**config.mk**
```make
export PLATFORM = sky130hd
export DESIGN_NAME = safe_out_diag
export DESIGN_NICKNAME = d
export VERILOG_FILES = /design/src/pkg/safe_out_pkg.sv /design/src/rtl/safe_out_diag.sv /design/src/rtl/sync2.sv /design/src/rtl/tick_div.sv
export VERILOG_INCLUDE_DIRS = /design/src /design/src/pkg
export SDC_FILE = /design/constraint.sdc
export NUM_CORES = 1
export LEC_CHECK = 0
export ABC_AREA = 1
export BUFFER_PORTS_ARGS = -buffer_cell sky130_fd_sc_hd__buf_4
export CAP_MARGIN = 20
export CORE_ASPECT_RATIO = 0.6
export CORE_MARGIN = 5
export CORE_UTILIZATION = 55
export DETAILED_ROUTE_END_ITERATION = 12
export PLACE_DENSITY_LB_ADDON = 0.12
export SYNTH_ARGS = -nofsm -noshare
export SYNTH_HDL_FRONTEND = slang
export SYNTH_SLANG_ARGS = --single-unit
export TNS_END_PERCENT = 5
```
**constraint.sdc**
```tcl
create_clock -name clock -period 2.2 [get_ports clock]
set_input_delay 0.33 -clock clock [delete_from_list [all_inputs] [get_ports clock]]
set_output_delay 0.33 -clock clock [all_outputs]
set_load 0.005 [all_outputs]
```
**src/pkg/safe_out_defines.svh**
```systemverilog
`ifndef SAFE_OUT_DEFINES_SVH
`define SAFE_OUT_DEFINES_SVH

// Register byte addresses.
`define REG_CONFIG_BASE  8'h00
`define REG_OUT_CMD      8'h20
`define REG_OPEN_FLAGS   8'h24
`define REG_SHORT_FLAGS  8'h28
`define REG_MASK         8'h2C
`define REG_STATUS       8'h30
`define REG_CURRENT_BASE 8'h40

// Configuration byte fields.
`define CFG_DIGITAL_H    0
`define CFG_SAFETY       1
`define CFG_CURRENT      2
`define CFG_PWM          3
`define CFG_DIAG         6
`define CFG_GUARD        7
`define CFG_RESET        8'h81

// Status fields.
`define ST_PULSE_FAULT   0
`define ST_GROUP_FAULT   1
`define ST_GLOBAL_FAULT  2
`define ST_SUPPLY_ON     3
`define ST_LED_RED       4
`define ST_TEST_BUSY     5

// Timing.
`define CLOCK_MHZ        100
`define TICK_US          1
`define PULSE_US         200
`define INTERVAL_S       30
`define TICK_CYCLES      (`TICK_US * `CLOCK_MHZ)
`define PULSE_TICKS      (`PULSE_US / `TICK_US)
`define INTERVAL_TICKS   (`INTERVAL_S * 1000000 / `TICK_US)
`define SETTLE_TICKS     20
`define CURRENT_MIN_MA   16'd100
`endif

```
**src/pkg/safe_out_pkg.sv**
```systemverilog
package safe_out_pkg;
   typedef struct packed {
      logic [7:0] address;
      logic       read;
      logic       write;
      logic [31:0] writedata;
   } avm_req_t;

   typedef struct packed {
      logic [31:0] readdata;
      logic        waitrequest;
   } avm_rsp_t;

   typedef enum logic [1:0] {
      PT_IDLE  = 2'b00,
      PT_PULSE = 2'b01,
      PT_CHECK = 2'b10
   } pulse_state_t;
endpackage : safe_out_pkg

```
**src/rtl/safe_out_diag.sv**
```systemverilog
`timescale 1ns/100ps
`include "safe_out_defines.svh"
module safe_out_diag #(
   parameter int N              = 8,
   parameter int INTERVAL_TICKS = `INTERVAL_TICKS,
   parameter int PULSE_TICKS    = `PULSE_TICKS,
   parameter int TICK_CYCLES    = `TICK_CYCLES
) (
   // Clock and reset.
   input  wire logic                    clock,
   input  wire logic                    rstn,
   // Avalon-MM slave.
   input  wire safe_out_pkg::avm_req_t  avm_req,
   output      safe_out_pkg::avm_rsp_t  avm_rsp,
   // Driver pins and read-back.
   output logic [N-1:0]                 drive_en,
   input  wire logic [N-1:0]            rb_drop,
   input  wire logic [N-1:0]            rb_full_drop,
   input  wire logic [N-1:0]            rb_level,
   input  wire logic [N-1:0]            overcurrent,
   input  wire logic [N*16-1:0]         current_ma,
   // Supply relay and indicator.
   output logic                         switched_output_supply,
   output logic                         led_red
);
   import safe_out_pkg::*;

   // ****************************************
   // Input synchronisation
   // ****************************************
   logic [N-1:0] drop_s, full_s, level_s, oc_s;

   sync2 #(.WIDTH(4*N)) u_sync (
      .clock (clock),
      .rstn  (rstn),
      .din   ({rb_drop, rb_full_drop, rb_level, overcurrent}),
      .dout  ({drop_s, full_s, level_s, oc_s})
   );
   logic [N*16-1:0] cur_s;

   sync2 #(.WIDTH(N*16)) u_cur_sync (
      .clock (clock),
      .rstn  (rstn),
      .din   (current_ma),
      .dout  (cur_s)
   );

   logic tick;

   tick_div #(.DIV(TICK_CYCLES)) u_tick (
      .clock (clock),
      .rstn  (rstn),
      .tick  (tick)
   );

   // ****************************************
   // Registers
   // ****************************************
   logic [7:0]   cfg_q [N];
   logic [N-1:0] cmd_q;
   logic [N-1:0] mask_q;
   logic [N-1:0] open_q, open_d;
   logic [N-1:0] short_q, short_d;
   logic [N-1:0] kill_q, kill_d;
   logic         pulse_fault_q, pulse_fault_d;
   logic         latched_q;
   logic [15:0]  cur_q [N];

   wire       wr      = avm_req.write;
   wire       rd      = avm_req.read;
   wire [7:0] addr    = avm_req.address;
   wire       cfg_sel = (addr[7:5] == 3'b000) && (addr[4:2] < N);
   wire       cur_sel = (addr[7:5] == 3'b010) && (addr[4:2] < N);
   wire [2:0] idx     = addr[4:2];
   wire [N-1:0] clr_open  = (wr && addr == `REG_OPEN_FLAGS)  ? avm_req.writedata[N-1:0] : '0;
   wire [N-1:0] clr_short = (wr && addr == `REG_SHORT_FLAGS) ? avm_req.writedata[N-1:0] : '0;
   wire         clr_pulse = wr && addr == `REG_STATUS && avm_req.writedata[`ST_PULSE_FAULT];

   // ****************************************
   // Per-output modes
   // ****************************************
   logic [N-1:0] monitored, pwm_mode, guard_on, on_state;
   always_comb begin
      for (int i = 0; i < N; i++) begin
         monitored[i] = cfg_q[i][`CFG_SAFETY] && cfg_q[i][`CFG_DIAG];
         pwm_mode[i]  = cfg_q[i][`CFG_PWM];
         guard_on[i]  = cfg_q[i][`CFG_GUARD] && !pwm_mode[i];
         on_state[i]  = cmd_q[i] && cfg_q[i][`CFG_DIGITAL_H] && !kill_q[i];
      end
   end

   // ****************************************
   // Pulse test sequencer
   // ****************************************
   pulse_state_t st_q, st_d;
   logic [31:0]  tcnt_q, tcnt_d;
   logic [N-1:0] tested_q, tested_d;
   logic [N-1:0] xfault;

   wire blank = (st_q == PT_PULSE) || (st_q == PT_CHECK);

   always_comb begin
      st_d     = st_q;
      tcnt_d   = tcnt_q;
      tested_d = tested_q;
      xfault   = '0;
      unique case (st_q)
         PT_IDLE: begin
            if (tick) tcnt_d = tcnt_q + 32'd1;
            if (tick && tcnt_q >= 32'(INTERVAL_TICKS - 1)) begin
               st_d     = PT_PULSE;
               tcnt_d   = '0;
               tested_d = on_state & monitored;
            end
         end
         PT_PULSE: begin
            if (tick) tcnt_d = tcnt_q + 32'd1;
            if (tick && tcnt_q >= 32'(PULSE_TICKS - 2)) st_d = PT_CHECK;
         end
         PT_CHECK: begin
            // A read-back still high while the driver is off means another source feeds the line.
            xfault = tested_q & level_s;
            st_d   = PT_IDLE;
            tcnt_d = '0;
         end
         default: st_d = PT_IDLE;
      endcase
   end

   // ****************************************
   // Fault detection
   // ****************************************
   logic [N-1:0] open_ev, short_ev, oc_ev;
   logic [N-1:0] en_prev_q;
   logic [7:0]   settle_q;
   // Read-back lags the driver by the synchronisers and the load's own settling, and means
   // nothing during blanking, so static checks wait a few ticks after any driver change.
   wire          en_change = (drive_en != en_prev_q);
   wire          settled   = (settle_q == 8'h00) && !en_change && !blank;
   wire [N-1:0]  static_ok = monitored & on_state & drive_en & ~pwm_mode & {N{settled}};
   always_comb begin
      for (int i = 0; i < N; i++) begin
         open_ev[i]  = static_ok[i] && !drop_s[i];
         short_ev[i] = static_ok[i] && full_s[i];
         oc_ev[i]    = guard_on[i] && oc_s[i] && on_state[i];
      end
      open_d        = (open_q & ~clr_open) | open_ev;
      short_d       = (short_q & ~clr_short) | short_ev | oc_ev;
      pulse_fault_d = (pulse_fault_q && !clr_pulse) || (|xfault);
      kill_d        = kill_q | open_ev | short_ev | oc_ev | xfault;
   end

   wire [N-1:0] open_vis  = open_q & ~mask_q;
   wire [N-1:0] short_vis = short_q & ~mask_q;
   wire group_fault  = (|open_vis) || (|short_vis) || pulse_fault_q;
   wire any_event    = (|open_ev) || (|short_ev) || (|oc_ev) || (|xfault);

   always_ff @(posedge clock) begin
      if (!rstn) begin
         st_q          <= PT_IDLE;
         tcnt_q        <= '0;
         tested_q      <= '0;
         open_q        <= '0;
         short_q       <= '0;
         pulse_fault_q <= 1'b0;
         kill_q        <= '0;
         latched_q     <= 1'b0;
         en_prev_q     <= '0;
         settle_q      <= 8'(`SETTLE_TICKS);
      end else begin
         st_q          <= st_d;
         tcnt_q        <= tcnt_d;
         tested_q      <= tested_d;
         open_q        <= open_d;
         short_q       <= short_d;
         pulse_fault_q <= pulse_fault_d;
         kill_q        <= kill_d;
         // Only reset, standing in for a power cycle, releases this latch.
         latched_q     <= latched_q || any_event;
         en_prev_q     <= drive_en;
         if (en_change) settle_q <= 8'(`SETTLE_TICKS);
         else if (tick && settle_q != 8'h00) settle_q <= settle_q - 8'h01;
      end
   end

   // ****************************************
   // Outputs
   // ****************************************
   always_ff @(posedge clock) begin
      if (!rstn) begin
         drive_en               <= '0;
         switched_output_supply <= 1'b0;
         led_red                <= 1'b0;
      end else begin
         drive_en               <= on_state & ~(blank ? tested_q : '0);
         switched_output_supply <= !latched_q && !any_event;
         led_red                <= latched_q || any_event;
      end
   end

   // Current readback clamps small values to zero.
   always_ff @(posedge clock) begin
      for (int i = 0; i < N; i++) begin
         if (!rstn) begin
            cur_q[i] <= '0;
         end else begin
            cur_q[i] <= (cur_s[i*16 +: 16] >= `CURRENT_MIN_MA) ? cur_s[i*16 +: 16] : 16'h0000;
         end
      end
   end

   // ****************************************
   // Bus slave
   // ****************************************
   always_ff @(posedge clock) begin
      if (!rstn) begin
         for (int i = 0; i < N; i++) cfg_q[i] <= `CFG_RESET;
         cmd_q  <= '0;
         mask_q <= '0;
      end else if (wr) begin
         if (cfg_sel) cfg_q[idx] <= avm_req.writedata[7:0];
         if (addr == `REG_OUT_CMD) cmd_q <= avm_req.writedata[N-1:0];
         if (addr == `REG_MASK) mask_q <= avm_req.writedata[N-1:0];
      end
   end

   wire [5:0] status = {blank, latched_q, !latched_q, latched_q, group_fault, pulse_fault_q};
   logic [31:0] rdata;
   always_comb begin
      rdata = 32'h0000_0000;
      if (cfg_sel)                        rdata = {24'h000000, cfg_q[idx]};
      else if (cur_sel)                   rdata = {16'h0000, cur_q[idx]};
      else if (addr == `REG_OUT_CMD)      rdata = 32'(cmd_q);
      else if (addr == `REG_OPEN_FLAGS)   rdata = 32'(open_vis);
      else if (addr == `REG_SHORT_FLAGS)  rdata = 32'(short_vis);
      else if (addr == `REG_MASK)         rdata = 32'(mask_q);
      else if (addr == `REG_STATUS)       rdata = 32'(status);
   end

   logic [31:0] rdata_q;
   logic        rd_ack_q;
   always_ff @(posedge clock) begin
      if (!rstn) begin
         rdata_q  <= '0;
         rd_ack_q <= 1'b0;
      end else begin
         rd_ack_q <= rd && !rd_ack_q;
         if (rd && !rd_ack_q) rdata_q <= rdata;
      end
   end

   assign avm_rsp.waitrequest = rd && !rd_ack_q;
   assign avm_rsp.readdata    = rdata_q;
endmodule : safe_out_diag

```
**src/rtl/sync2.sv**
```systemverilog
`timescale 1ns/100ps
module sync2 #(
   parameter int WIDTH = 1
) (
   // Clock and reset.
   input  wire logic             clock,
   input  wire logic             rstn,
   // Data.
   input  wire logic [WIDTH-1:0] din,
   output logic      [WIDTH-1:0] dout
);
   logic [WIDTH-1:0] meta_q;

   always_ff @(posedge clock) begin
      if (!rstn) begin
         meta_q <= '0;
         dout   <= '0;
      end else begin
         meta_q <= din;
         dout   <= meta_q;
      end
   end
endmodule : sync2

```
**src/rtl/tick_div.sv**
```systemverilog
`timescale 1ns/100ps
module tick_div #(
   parameter int DIV = 100
) (
   // Clock and reset.
   input  wire logic clock,
   input  wire logic rstn,
   // Enable pulse.
   output logic      tick
);
   localparam int W = $clog2(DIV + 1);
   logic [W-1:0] cnt_q;

   always_ff @(posedge clock) begin
      if (!rstn) begin
         cnt_q <= '0;
         tick  <= 1'b0;
      end else begin
         tick  <= (cnt_q == W'(DIV - 1));
         cnt_q <= (cnt_q == W'(DIV - 1)) ? '0 : cnt_q + 1'b1;
      end
   end
endmodule : tick_div

```
==> results.cfg <==
[die]
num_rows = 59
chipHeight_um = 171.3
dieWidth_um = 278.8
start_util_pct = 55.32
coreArea_um2 = 43110
ios = 247
die_area_um2 = 47760

[logic_synthesis]
ys.warnings.count = 0
ys_types = 48
ys_ff_latch = 646
synth_cells = 3003
synth_top_flop_cell = dfxtp_1
synth_edf_count = 64
ys_async_sr_fraction_pct = 0
seq_area_frac_synth_pct = 56.91
syn-cell-area_um2 = 23850
synth_area_per_cell_um2 = 7.942

[placement]
gp_congestion = 1.019
port_buffers = 206
dp_hpwl_mm = 53.29
place_ws_ps = -47.17

[cts]
clockBufferDepth = 3
cts-root-buf = clkbuf_16
cts_tree = built
cts_buffers = 55
path_clk_slew_ps = 70
clock_latency_ps = 600
cts.sink_count = 646
postCtsSetupBuffers = 0
htree_num_levels = 2

[sta]
tightest_slew_ps = 999.6
drv_slew = 0
slew_headroom_pct = 32.63
finClkSkew_ps = 20.23
max_freq_ghz = 0.4805
finalSetupViolations = 0
rsz0062_at_grt = yes
postLayoutSetupSlackWorst_ps = 118.8
finalCritPeriodShare_pct = 94.60
period_needed_ps = 2081
hold_viol_final = 0
hold-worst-slack_ps = 48.18

[setup_path]
r2r_cells = 9
arrival_ps = 2580
critPathRequiredTime_ps = 2690
r2r_setup_slack_ps = 120
r2r_end = switched_output_supply
start_kind = register
cp-end-kind = register
cp-startpoint = st_q[1]
timing.rr.start = st_q[1]
critPathKind = register to register
path_max_fanout = 12

[route]
wl_per_cell_um = 17.91
drc = 0
wl_mm = 72.98
vias = 20720
firstDrtPassIters = 7
via_per_inst = 5.086
drt_iter0_drc = 2269
ant_nets = 0

[final_layout]
syn2layout_area_growth_pct = 27.04
mostFrequentLayoutCell = nand2_1
nets = 3664
nFillCells = 3381
drive_gt1_share_pct = 13.76
layout.cells.most_common_list = 728 x nand2_1, 604 x inv_1, 582 x dfxtp_1, 328 x buf_4, 314 x nor2_1
diodes = 0

[power]
p_total_w = 0.02481
leakagePower_nw = 14.98
ir_worst_vdd_v = 0.0005937
powerDensity_nw_per_um2 = 818.9

[worst_hold_path]
hold_class = input pin to register
holdCritStartpoint = rstn
min_to = u_cur_sync.dout[52]
hold_depth = 3

[global_routing]
antenna_found_initial = 0
grt_pass1_vias = 19500
grt_pass1_wl_mm = 111.9
grt_max_degree = 87
overflow = 0
grt_usage_pct = 30.06

[run_status]
status = finished, final reports clean

[flow_run]
drv_cap = 0
-- what timing repair did --
action,CTS,global route
endpoints found under the setup margin,0,3
resized for setup,0,1
endpoints found under the hold margin,160,0
hold buffers,160,0
-- final cells by class --
class / count / area (um^2) / area share (%)
Sequential cell: 646 / 13570 / 44.79
Multi-Input combinational cell: 1618 / 7470 / 24.65
Timing Repair Buffer: 500 / 4299 / 14.19
Inverter: 629 / 2361 / 7.792
Clock buffer: 81 / 1605 / 5.298
Tap cell: 579 / 724.4 / 2.391
Clock inverter: 22 / 267.8 / 0.8837
-- worst max-delay path, cell delays in order (launching register included) --
cell     delay, ps
dfxtp_1        370
inv_1          100
ha_1           460
nor2_4          80
buf_12         150
buf_4          140
and3_1         180
o21ai_0        130
nand2_1        140
nor3_1         220
-- flip-flops by register name, summed over array words and instances (netlist names), 16 cells and up --
name               cells
cfg_q                 64
cur_q                128
rdata_q               16
tcnt_q                32
u_cur_sync.dout      128
u_cur_sync.meta_q    128
u_sync.dout           32
u_sync.meta_q         32
-- power by group --
part | switching, W | total, W | internal (W)
combinational | 0.00140 | 0.00231 | 0.000912
sequential | 0.000187 | 0.0125 | 0.0123
clock | 0.00442 | 0.0100 | 0.00558
-- routing by layer --
| layer | GRT usage (%) | part of all wire [%] | vias to the layer above |
|---|---|---|---|
| li1 | - | - | 10010 |
| met1 | 48.06 | 48 | 9692 |
| met2 | 39.54 | 37 | 936 |
| met3 | 10.38 | 13 | 86 |
| met4 | 4.253 | 1.4 | 0 |
| met5 | 0 | 0 | - |
-- Yosys cell counts (3+ instances only) --
library cell  number  area, um^2
o211ai_1          15       112.6
buf_1              8       30.03
a211oi_1          10       75.07
clkinv_1           8       30.03
o41ai_1            8       70.07
inv_1            605        2271
edfxtp_1          64        1922
a22oi_1           47       352.8
xnor2_1            4       35.03
xor2_1            11       96.34
nand4_1           72       450.4
ha_1              10       125.1
buf_4             18       135.1
nand3b_1           7       52.55
a311oi_1           8       70.07
nor3b_1            6       45.04
o21ai_0           54       270.3
nor2_4             5       56.30
dfxtp_1          582       11650
a21oi_1          110       550.5
buf_2             17       85.08
nand3_1          119       595.6
o2111ai_1          3       26.28
nor3_1            29       145.1
o22ai_1            4       25.02
a31oi_1            4       25.02
nor2_2             8       50.05
nand2_2            6       37.54
nor4_1             3       18.77
nor2_1           314        1179
clkbuf_1          80       300.3
inv_2             16       60.06
nand2_1          728        2733
-- how the worst max path moves through the flow --
stage                                   to  slack (ps)
floorplan                       tcnt_q[21]         280
global placement               cfg_q[5][0]         -30
detailed placement              rdata_q[4]         -50
CTS                 switched_output_supply         160
global route        switched_output_supply          -5
finish              switched_output_supply         120
-- stage by stage --
stage / utilization, % / std cells / setup TNS, ps / area (um^2)
finish: 70.28 / 4075 / 0 / 30300
detailed placement: 62.21 / 3812 / -107.0 / 26820
global route: 70.28 / 4075 / -4.579 / 30300
global placement: 62.21 / 3812 / -265.8 / 26820
CTS: 70.27 / 4075 / 0 / 30300
floorplan: - / 3018 / 0 / 23910
-- cells by family after synthesis --
family | Yosys count | share of synthesized area, %
flops | 646 | 56.91
compound gates | 271 | 6.872
xor+xnor | 15 | 0.5508
buf+inv | 754 | 12.30
other cells | 1 | 0.01572
simple gates | 1306 | 22.83
fa+ha+maj | 10 | 0.5246
Note: power is estimated with default switching activity, not from simulation.
